--- config.mk ---
export PLATFORM = sky130hd
export DESIGN_NAME = camera_pixel_tap_mapper
export DESIGN_NICKNAME = d
export VERILOG_FILES = /design/src/rtl/cam_tap_pkg.sv /design/src/rtl/stream_if.sv /design/src/rtl/pixel_fifo.sv /design/src/rtl/camera_pixel_tap_mapper.sv
export SDC_FILE = /design/constraint.sdc
export NUM_CORES = 1
export LEC_CHECK = 0
export BUFFER_PORTS_ARGS = -buffer_cell sky130_fd_sc_hd__clkbuf_2
export CORE_AREA = 8 8 240 242
export CTS_BUF_LIST = sky130_fd_sc_hd__clkbuf_8
export DETAILED_ROUTE_END_ITERATION = 8
export DIE_AREA = 0 0 248 250
export PLACE_DENSITY = 0.61
export RECOVER_POWER = 25
export SLEW_MARGIN = 15
export SYNTH_ARGS = -nofsm -noshare
export SYNTH_HDL_FRONTEND = slang
export SYNTH_SLANG_ARGS = --single-unit
--- constraint.sdc ---
create_clock -name ref_clk -period 2.85 [get_ports ref_clk]
set_clock_uncertainty 0.2 [all_clocks]
set_input_delay 0.285 -clock ref_clk [delete_from_list [all_inputs] [get_ports ref_clk]]
set_output_delay 0.285 -clock ref_clk [all_outputs]
set_load 0.02 [all_outputs]
--- src/rtl/cam_tap_pkg.sv ---
// Constants, types and encodings shared by the camera tap mapper files.
// How it works
// - 8-bit format puts pixel bits 0..7 on bits 0..7 of ports A..D.
// - 10-bit format: low bytes on A,C,E,D; top bits on B0/1,B4/5,F0/1,F4/5.
// - Tap and port usage follows the Base and Medium link configurations.
// - Serial answers leave on the SerTFG pair as 8N1 UART characters.
// - Serial commands arrive on the SerTC pair as 8N1 UART characters.
// - The power connector trigger input starts asynchronous exposures.
// - Camera control lines CC2, CC3 and CC4 are ignored.
// - Both triggers combine as active-low OR; exposure starts on its trailing edge.
package cam_tap_pkg;

  // Clock and timing.
  localparam int CLK_HZ = 250_000_000;
  localparam int UART_BAUD = 9600;
  localparam int UART_BIT_CYCLES = CLK_HZ / UART_BAUD;
  localparam int UART_DATA_BITS = 8;
  localparam int PIX_DIV = 6;

  // Pixel path geometry.
  localparam int TAPS = 4;
  localparam int PIX_W = 10;
  localparam int PORT_W = 8;
  localparam int NPORTS = 6;
  localparam int FIFO_DEPTH = 8;
  localparam int HI_BITS = 2;

  // Port indices, A through F.
  localparam int PORT_A = 0;
  localparam int PORT_B = 1;
  localparam int PORT_C = 2;
  localparam int PORT_D = 3;
  localparam int PORT_E = 4;
  localparam int PORT_F = 5;

  // Ten-bit placement per tap: low byte port, top-bit port and top-bit offset.
  localparam int TEN_LOW_PORT [TAPS] = '{PORT_A, PORT_C, PORT_E, PORT_D};
  localparam int TEN_HI_PORT [TAPS] = '{PORT_B, PORT_B, PORT_F, PORT_F};
  localparam int TEN_HI_OFF [TAPS] = '{0, 4, 0, 4};

  // Synchroniser lanes and their idle levels.
  localparam int SYNC_PWR = 0;
  localparam int SYNC_LNK = 1;
  localparam int SYNC_RX = 2;
  localparam int NSYNC = 3;
  localparam logic [NSYNC-1:0] SYNC_IDLE = 3'h7;

  // Number of active taps.
  typedef enum logic [1:0] {
    TAPS_ONE = 2'h0,
    TAPS_TWO = 2'h1,
    TAPS_FOUR = 2'h2
  } tap_count_t;

  // UART states, Gray coded along idle, start, data, stop.
  typedef enum logic [1:0] {
    U_IDLE = 2'h0,
    U_START = 2'h1,
    U_DATA = 2'h3,
    U_STOP = 2'h2
  } uart_state_t;

endpackage

--- src/rtl/stream_if.sv ---
// Valid/ready word stream between the mapper and its FIFO.
`timescale 1ns/1ps
interface stream_if #(
  parameter int W = 8
);
  logic [W-1:0] data;
  logic valid;
  logic ready;

  modport src (output data, output valid, input ready);
  modport snk (input data, input valid, output ready);
endinterface

--- src/rtl/pixel_fifo.sv ---
// Synchronous FIFO with valid/ready on both sides.
`timescale 1ns/1ps
module pixel_fifo #(
  parameter int W = 8,
  parameter int DEPTH = 8
) (
  input logic ref_clk,
  input logic arst_n,
  stream_if.snk in_s,
  stream_if.src out_s
);
  localparam int AW = (DEPTH > 1) ? $clog2(DEPTH) : 1;
  localparam logic [AW:0] FULL_CNT = (AW + 1)'(DEPTH);
  localparam logic [AW-1:0] LAST_PTR = AW'(DEPTH - 1);

  typedef struct packed {
    logic [DEPTH-1:0][W-1:0] mem;
    logic [AW-1:0] wp;
    logic [AW-1:0] rp;
    logic [AW:0] cnt;
  } fifo_state_t;

  fifo_state_t q;
  fifo_state_t d;
  logic push;
  logic pop;

  // Honest full and empty straight from the fill count.
  assign in_s.ready = (q.cnt != FULL_CNT);
  assign out_s.valid = (q.cnt != '0);
  assign out_s.data = q.mem[q.rp];
  assign push = in_s.valid & in_s.ready;
  assign pop = out_s.valid & out_s.ready;

  // Pointer and count update; simultaneous push and pop keep the count.
  always_comb begin
    d = q;
    if (push) begin
      d.mem[q.wp] = in_s.data;
      d.wp = (q.wp == LAST_PTR) ? '0 : q.wp + 1'b1;
    end
    if (pop) begin
      d.rp = (q.rp == LAST_PTR) ? '0 : q.rp + 1'b1;
    end
    if (push && !pop) begin
      d.cnt = q.cnt + 1'b1;
    end else if (pop && !push) begin
      d.cnt = q.cnt - 1'b1;
    end
  end

  // State register.
  always_ff @(posedge ref_clk or negedge arst_n) begin
    if (!arst_n) begin
      q <= '0;
    end else begin
      q <= d;
    end
  end
endmodule

--- src/rtl/camera_pixel_tap_mapper.sv ---
// Camera output mapper: pixel taps onto link ports, strobe, UART pair and trigger.
`timescale 1ns/1ps
module camera_pixel_tap_mapper #(
  parameter int UART_BIT_CYCLES_P = cam_tap_pkg::UART_BIT_CYCLES,
  parameter int PIX_DIV_P = cam_tap_pkg::PIX_DIV,
  parameter int FIFO_DEPTH_P = cam_tap_pkg::FIFO_DEPTH
) (
  input logic ref_clk,
  input logic arst_n,
  input logic [cam_tap_pkg::TAPS*cam_tap_pkg::PIX_W-1:0] pix_taps,
  input logic pix_line,
  input logic pix_frame,
  input logic pix_valid,
  output logic pix_ready,
  input logic ten_bit_mode,
  input cam_tap_pkg::tap_count_t tap_count,
  output logic [cam_tap_pkg::PORT_W-1:0] port_a,
  output logic [cam_tap_pkg::PORT_W-1:0] port_b,
  output logic [cam_tap_pkg::PORT_W-1:0] port_c,
  output logic [cam_tap_pkg::PORT_W-1:0] port_d,
  output logic [cam_tap_pkg::PORT_W-1:0] port_e,
  output logic [cam_tap_pkg::PORT_W-1:0] port_f,
  output logic line_valid_out,
  output logic frame_valid_out,
  output logic data_valid_out,
  output logic spare_out,
  output logic pixel_clk_out,
  input logic power_port_trigger_in,
  input logic link_port_trigger_in,
  input logic cc2_in,
  input logic cc3_in,
  input logic cc4_in,
  output logic exposure_start,
  input logic ser_tc_in,
  output logic ser_tfg_out,
  output logic [cam_tap_pkg::UART_DATA_BITS-1:0] rx_data,
  output logic rx_valid,
  output logic rx_frame_err,
  input logic [cam_tap_pkg::UART_DATA_BITS-1:0] tx_data,
  input logic tx_valid,
  output logic tx_ready
);
  import cam_tap_pkg::*;

  localparam int CW = $clog2(UART_BIT_CYCLES_P + 1);
  localparam int DW = $clog2(PIX_DIV_P + 1);
  localparam int WORD_W = TAPS * PIX_W + 2;
  localparam logic [CW-1:0] BIT_LAST = CW'(UART_BIT_CYCLES_P - 1);
  localparam logic [CW-1:0] HALF_LAST = CW'(UART_BIT_CYCLES_P / 2 - 1);
  localparam logic [DW-1:0] DIV_LAST = DW'(PIX_DIV_P - 1);
  localparam logic [DW-1:0] DIV_RISE = DW'(PIX_DIV_P / 2 - 1);
  localparam logic [2:0] DATA_LAST = 3'(UART_DATA_BITS - 1);

  typedef logic [NPORTS-1:0][PORT_W-1:0] ports_t;

  typedef struct packed {
    logic [NSYNC-1:0] sync1;
    logic [NSYNC-1:0] sync2;
    logic trig_act;
    logic exp_start;
    logic [DW-1:0] pdiv;
    logic pclk;
    ports_t ports;
    logic lval;
    logic fval;
    uart_state_t rx_st;
    logic [CW-1:0] rx_cnt;
    logic [2:0] rx_bit;
    logic [UART_DATA_BITS-1:0] rx_sh;
    logic [UART_DATA_BITS-1:0] rx_data;
    logic rx_valid;
    logic rx_ferr;
    uart_state_t tx_st;
    logic [CW-1:0] tx_cnt;
    logic [2:0] tx_bit;
    logic [UART_DATA_BITS-1:0] tx_sh;
    logic tx_line;
  } state_t;

  state_t q;
  state_t d;
  logic pix_en;
  logic trig_comb;
  logic rx_pin;
  logic [TAPS*PIX_W-1:0] word_taps;
  logic word_line;
  logic word_frame;

  stream_if #(.W(WORD_W)) fifo_in ();
  stream_if #(.W(WORD_W)) fifo_out ();

  // Places each active tap on its link ports; everything else stays low.
  function automatic ports_t map_ports(
    input logic [TAPS*PIX_W-1:0] taps,
    input logic ten,
    input tap_count_t ntap
  );
    ports_t p;
    logic [PIX_W-1:0] px;
    int active;
    p = '0;
    px = '0;
    case (ntap)
      TAPS_TWO: active = 2;
      TAPS_FOUR: active = TAPS;
      default: active = 1;
    endcase
    for (int k = 0; k < TAPS; k++) begin
      px = taps[k*PIX_W +: PIX_W];
      if (k < active) begin
        if (ten) begin
          p[TEN_LOW_PORT[k]] = px[PORT_W-1:0];
          p[TEN_HI_PORT[k]][TEN_HI_OFF[k] +: HI_BITS] = px[PIX_W-1:PORT_W];
        end else begin
          p[k] = px[PORT_W-1:0];
        end
      end
    end
    return p;
  endfunction

  // Pixel words with their line and frame flags pass through the FIFO.
  assign fifo_in.data = {pix_frame, pix_line, pix_taps};
  assign fifo_in.valid = pix_valid;
  assign pix_ready = fifo_in.ready;
  assign fifo_out.ready = pix_en;
  assign word_taps = fifo_out.data[TAPS*PIX_W-1:0];
  assign word_line = fifo_out.data[TAPS*PIX_W];
  assign word_frame = fifo_out.data[TAPS*PIX_W+1];

  pixel_fifo #(
    .W(WORD_W),
    .DEPTH(FIFO_DEPTH_P)
  ) u_fifo (
    .ref_clk(ref_clk),
    .arst_n(arst_n),
    .in_s(fifo_in),
    .out_s(fifo_out)
  );

  // Strobe divider wrap launches a new pixel on the falling strobe edge.
  assign pix_en = (q.pdiv == DIV_LAST);

  // Either trigger pin low holds the combined trigger active.
  assign trig_comb = ~q.sync2[SYNC_PWR] | ~q.sync2[SYNC_LNK];
  assign rx_pin = q.sync2[SYNC_RX];

  // Next-state logic for the pixel, trigger and UART parts.
  always_comb begin
    d = q;
    d.rx_valid = 1'b0;
    d.rx_ferr = 1'b0;

    // Pins pass two flip-flops; the reserved control lines are never sampled.
    d.sync1 = {ser_tc_in, link_port_trigger_in, power_port_trigger_in};
    d.sync2 = q.sync1;

    // Exposure start pulses when the combined trigger is released.
    d.trig_act = trig_comb;
    d.exp_start = q.trig_act & ~trig_comb;

    // Strobe low for the first half of the pixel period, high for the rest.
    if (pix_en) begin
      d.pdiv = '0;
      d.pclk = 1'b0;
      if (fifo_out.valid) begin
        d.ports = map_ports(word_taps, ten_bit_mode, tap_count);
        d.lval = word_line;
        d.fval = word_frame;
      end else begin
        d.ports = '0;
        d.lval = 1'b0;
      end
    end else begin
      d.pdiv = q.pdiv + 1'b1;
      if (q.pdiv == DIV_RISE) begin
        d.pclk = 1'b1;
      end
    end

    // Receiver: start bit checked mid-bit, then data LSB first, then stop.
    case (q.rx_st)
      U_IDLE: begin
        d.rx_cnt = '0;
        if (!rx_pin) begin
          d.rx_st = U_START;
        end
      end
      U_START: begin
        if (q.rx_cnt == HALF_LAST) begin
          d.rx_cnt = '0;
          d.rx_bit = '0;
          d.rx_st = rx_pin ? U_IDLE : U_DATA;
        end else begin
          d.rx_cnt = q.rx_cnt + 1'b1;
        end
      end
      U_DATA: begin
        if (q.rx_cnt == BIT_LAST) begin
          d.rx_cnt = '0;
          d.rx_sh = {rx_pin, q.rx_sh[UART_DATA_BITS-1:1]};
          if (q.rx_bit == DATA_LAST) begin
            d.rx_st = U_STOP;
          end else begin
            d.rx_bit = q.rx_bit + 1'b1;
          end
        end else begin
          d.rx_cnt = q.rx_cnt + 1'b1;
        end
      end
      U_STOP: begin
        if (q.rx_cnt == BIT_LAST) begin
          d.rx_cnt = '0;
          d.rx_st = U_IDLE;
          if (rx_pin) begin
            d.rx_data = q.rx_sh;
            d.rx_valid = 1'b1;
          end else begin
            d.rx_ferr = 1'b1;
          end
        end else begin
          d.rx_cnt = q.rx_cnt + 1'b1;
        end
      end
      default: begin
        d.rx_st = U_IDLE;
      end
    endcase

    // Transmitter: start bit, eight data bits LSB first, one stop bit.
    case (q.tx_st)
      U_IDLE: begin
        d.tx_line = 1'b1;
        d.tx_cnt = '0;
        if (tx_valid) begin
          d.tx_sh = tx_data;
          d.tx_line = 1'b0;
          d.tx_st = U_START;
        end
      end
      U_START: begin
        if (q.tx_cnt == BIT_LAST) begin
          d.tx_cnt = '0;
          d.tx_bit = '0;
          d.tx_line = q.tx_sh[0];
          d.tx_st = U_DATA;
        end else begin
          d.tx_cnt = q.tx_cnt + 1'b1;
        end
      end
      U_DATA: begin
        if (q.tx_cnt == BIT_LAST) begin
          d.tx_cnt = '0;
          d.tx_sh = {1'b0, q.tx_sh[UART_DATA_BITS-1:1]};
          if (q.tx_bit == DATA_LAST) begin
            d.tx_line = 1'b1;
            d.tx_st = U_STOP;
          end else begin
            d.tx_bit = q.tx_bit + 1'b1;
            d.tx_line = q.tx_sh[1];
          end
        end else begin
          d.tx_cnt = q.tx_cnt + 1'b1;
        end
      end
      U_STOP: begin
        if (q.tx_cnt == BIT_LAST) begin
          d.tx_cnt = '0;
          d.tx_st = U_IDLE;
        end else begin
          d.tx_cnt = q.tx_cnt + 1'b1;
        end
      end
      default: begin
        d.tx_st = U_IDLE;
        d.tx_line = 1'b1;
      end
    endcase
  end

  // State register; pins reset to their idle-high level so no false edge appears.
  always_ff @(posedge ref_clk or negedge arst_n) begin
    if (!arst_n) begin
      q <= '0;
      q.sync1 <= SYNC_IDLE;
      q.sync2 <= SYNC_IDLE;
      q.rx_st <= U_IDLE;
      q.tx_st <= U_IDLE;
      q.tx_line <= 1'b1;
    end else begin
      q <= d;
    end
  end

  // Link outputs come straight from flip-flops.
  assign port_a = q.ports[PORT_A];
  assign port_b = q.ports[PORT_B];
  assign port_c = q.ports[PORT_C];
  assign port_d = q.ports[PORT_D];
  assign port_e = q.ports[PORT_E];
  assign port_f = q.ports[PORT_F];
  assign line_valid_out = q.lval;
  assign frame_valid_out = q.fval;
  assign pixel_clk_out = q.pclk;

  // Data-valid and spare bits are held high at all times.
  assign data_valid_out = 1'b1;
  assign spare_out = 1'b1;

  // Trigger and serial outputs.
  assign exposure_start = q.exp_start;
  assign ser_tfg_out = q.tx_line;
  assign rx_data = q.rx_data;
  assign rx_valid = q.rx_valid;
  assign rx_frame_err = q.rx_ferr;
  assign tx_ready = (q.tx_st == U_IDLE);
endmodule

==> impl_metrics.csv <==
group,metric,value,unit
clock_tree,cts.clk_slew.worst_paths,0.06,ns
critical_path,r2r_cells,10,
clock_tree,post_cts_resized,0,
power_and_ir_drop,power.density,1041,nW/um^2
floorplanning,dieWidth,248,um
floorplanning,rows,85,
clock_tree,cts-htree-levels,3,
synthesis,netlist_area,21200,um^2
worst_hold_path,holdPathEnd,"d[123]",
route,detail_route.vias_per_cell,5.222,
global_route,grt_max_degree,83,
timing,clock.fmax,379.7,MHz
timing,finalCritPeriodShare,92.41,%
critical_path,critPathRequiredTime,3.21,ns
timing,setup_viol,0,
route,num_vias,12660,
power_and_ir_drop,comb_power_share,34.3,%
global_route,grt_usage,15.91,%
critical_path,rrSetupSlack,0.22,ns
layout,layoutNonFillerInstCount,2424,
timing,tns,0,ns
synthesis,synth_warnings,0,
route,wire_per_inst,20.06,um
route,postRouteAntennaNets,0,
timing,hold_viol,0,
layout,synthToLayoutAreaGrowth,17.68,%
power_and_ir_drop,p_sw,7.999,mW
floorplanning,fp.dieArea,62000,um^2
layout,fillers,4724,
clock_tree,cts_setup_buffers,0,
timing,min_period,2.634,ns
layout,drive_gt1_share,44.46,%
placement,dpl.cell_count,2208,
clock_tree,cts_tree,"built",
worst_hold_path,hp-start,"power_port_trigger_in",
synthesis,synth_edf_count,0,
critical_path,r2r-start,"u_fifo.q[2]",
floorplanning,ios,130,
layout,final_common_cell,"dfrtp_1",
placement,port_buffers,120,
global_route,grt_pass1_wl,77.76,mm
critical_path,critical_path.max_fanout,8,
synthesis,synth_top_flop_cell,"dfrtp_1",
timing,tightest_slew,1.443,ns
synthesis,seq_area_frac_synth,55.64,%
power_and_ir_drop,power_frac_seq,42.0,%
worst_hold_path,hp-class,"in2reg",
timing,slew_headroom,3.785,%
clock_tree,clock_latency,0.65,ns
power_and_ir_drop,worst_ir_drop_vdd,0.5075,mV
power_and_ir_drop,p_clk_share,23.7,%
route,wl,48.64,mm
route,drcViolationCount,0,
route,dr.pass1.iters,5,
synthesis,synth.area.top_cells,"dfrtp_1 (55%), mux2_2 (19%), mux4_2 (8.9%)",
synthesis,yosysTopAreaCell,"dfrtp_1",
placement,place_hpwl,29.38,mm
layout,final_cell_mix,"dfrtp_1 (461), mux2_2 (361), clkbuf_2 (122)",
power_and_ir_drop,power.leakage,11.13,nW
timing,final_max_slew_viol_count,0,
critical_path,r2r-end,"u_fifo.q[3]",
synthesis,synth.top_cell.area_share,54.77,%
power_and_ir_drop,p_int,17.97,mW
global_route,overflow,0,
critical_path,path_class,"reg2reg",
layout,design_area,24950,um^2
clock_tree,cts_num_sinks,471,
power_and_ir_drop,swShare,30.80,%
status,outcome,"completed",
global_route,grt_pass1_vias,13620,
critical_path,end_kind,"register",
floorplanning,core,53500,um^2
synthesis,synth_cell_types,59,
flow_run,drv_cap,0,
global_route,antenna_found_initial,6,
clock_tree,cts_made_buffers,83,
floorplanning,start_util,39.63,%
placement,dpl-instance-area,22670,um^2
layout,fin_nets,1741,
layout,post-route-util,46.63,%
critical_path,crit_arrival,2.99,ns
critical_path,critPathLaunchType,"register",
synthesis,syn_inst,1466,
timing,holdWs,0.1057,ns
clock_tree,ctsRootBufferMaster,"clkbuf_8",
placement,gp_congestion,0.7462,
synthesis,yosys_register_bits,471,
worst_hold_path,hold-path-cell-count,2,
synthesis,async_reset_ff_share,100.0,%
floorplanning,dieHeight,250,um
clock_tree,cts_buffer_depth,3,
route,first_iter_violations,583,
synthesis,avgSynthCellArea,14.46,um^2
timing,rsz0062_at_grt,"no",
==> power groups by stage <==
| stage | registers [mW] | clock network [mW] | logic [mW] |
|---|---|---|---|
| 4_1_cts | 10.9 | 6.35 | 9.06 |
| 5_1_grt | 11.3 | 6.67 | 9.60 |
| 2_1_floorplan | 10.4 | 0 | 6.96 |
| 3_5_place_dp | 11.0 | 0 | 8.95 |
| 3_3_place_gp | 10.9 | 0 | 8.75 |
| 6_report | 10.9 | 6.15 | 8.91 |
==> synth_stat cells (5+ instances only) <==
cell and n:
nor3_1 13, mux2i_1 41, xnor2_1 22, xor2_1 5, buf_2 29, inv_1 20, nand2_1 83, or4b_2 7
mux4_2 84, buf_4 63, nor4_1 9, buf_1 6, o21ai_0 47, dfstp_2 7, clkbuf_1 35, o311ai_0 6
nor2_1 39, ha_1 16, dfrtp_1 464, nand4_1 9, nand3_1 23, mux2_2 361
==> flip-flops by register name, indices dropped and copies added (netlist names), 3 cells and up <==
register / count
u_fifo.q: 346
rx_data: 8
port_f: 4
port_c: 8
port_d: 8
d: 3
q: 63
port_e: 8
port_a: 8
port_b: 8
==> cell type report <==
cell class | instances | area (um^2) | share of cell area (%)
diodes | 3 | 7.507 | 0.03009
clock buffers | 107 | 1473 | 5.903
clock inverters | 42 | 187.7 | 0.7523
inverters | 21 | 78.83 | 0.3160
multi-input cells | 845 | 8606 | 34.50
flip-flops and latches | 471 | 11800 | 47.32
well taps | 696 | 870.8 | 3.491
repair buffers | 239 | 1919 | 7.694
==> stage by stage <==
step	total power [mW]	worst slack [ns]
after CTS	26.32	0.1827
after floorplan	17.32	0.01312
final	25.97	0.2163
after global placement	19.61	0.2376
after detailed placement	19.98	0.2290
after global routing	27.54	0.02669
==> routing by layer <==
metal	share of wire [%]	wire [um]	up-vias	track usage [%]
li1	-	-	5728	-
met1	47	22890	6626	21.85
met2	47	22780	229	24.93
met3	4.4	2118	71	3.546
met4	1.7	819	4	4.856
met5	0.053	26	-	0
==> critical path, cell delays in order, from the launching register on <==
cell	delay [ns]
dfrtp_1	0.42
or4b_4	0.50
nand2_2	0.10
inv_2	0.08
ha_1	0.20
inv_1	0.08
ha_1	0.22
a21o_1	0.17
a21oi_1	0.18
mux2i_1	0.24
xnor2_1	0.14
==> logic make-up after synthesis <==
group | share of synthesized area (%)
other | 0.03543
XOR/XNOR | 1.115
multiplexers | 30.14
buffers and inverters | 4.013
AND/OR/NAND/NOR | 5.495
flip-flops | 55.64
AO/OA/AOI/OAI | 2.520
adder cells (fa/ha/maj) | 1.039
==> repair_timing <==
item                                   CTS  global route
endpoints found under the hold margin  781             0
setup endpoints to repair                0             0
hold buffers                            64             0
==> worst max-delay path by stage <==
| stage | from | end | slack [ns] | cells past startpoint |
|---|---|---|---|---|
| final | u_fifo.q[2] | u_fifo.q[3] | 0.22 | 10 |
| after CTS | u_fifo.q[2] | u_fifo.q[3] | 0.18 | 10 |
| after detailed placement | u_fifo.q[2] | u_fifo.q[3] | 0.23 | 10 |
| after global placement | u_fifo.q[2] | u_fifo.q[3] | 0.24 | 10 |
| after floorplan | u_fifo.q[0] | u_fifo.q[3] | 0.01 | 12 |
| after global routing | u_fifo.q[0] | u_fifo.q[3] | 0.03 | 11 |
(Power assumes the default switching activity.)
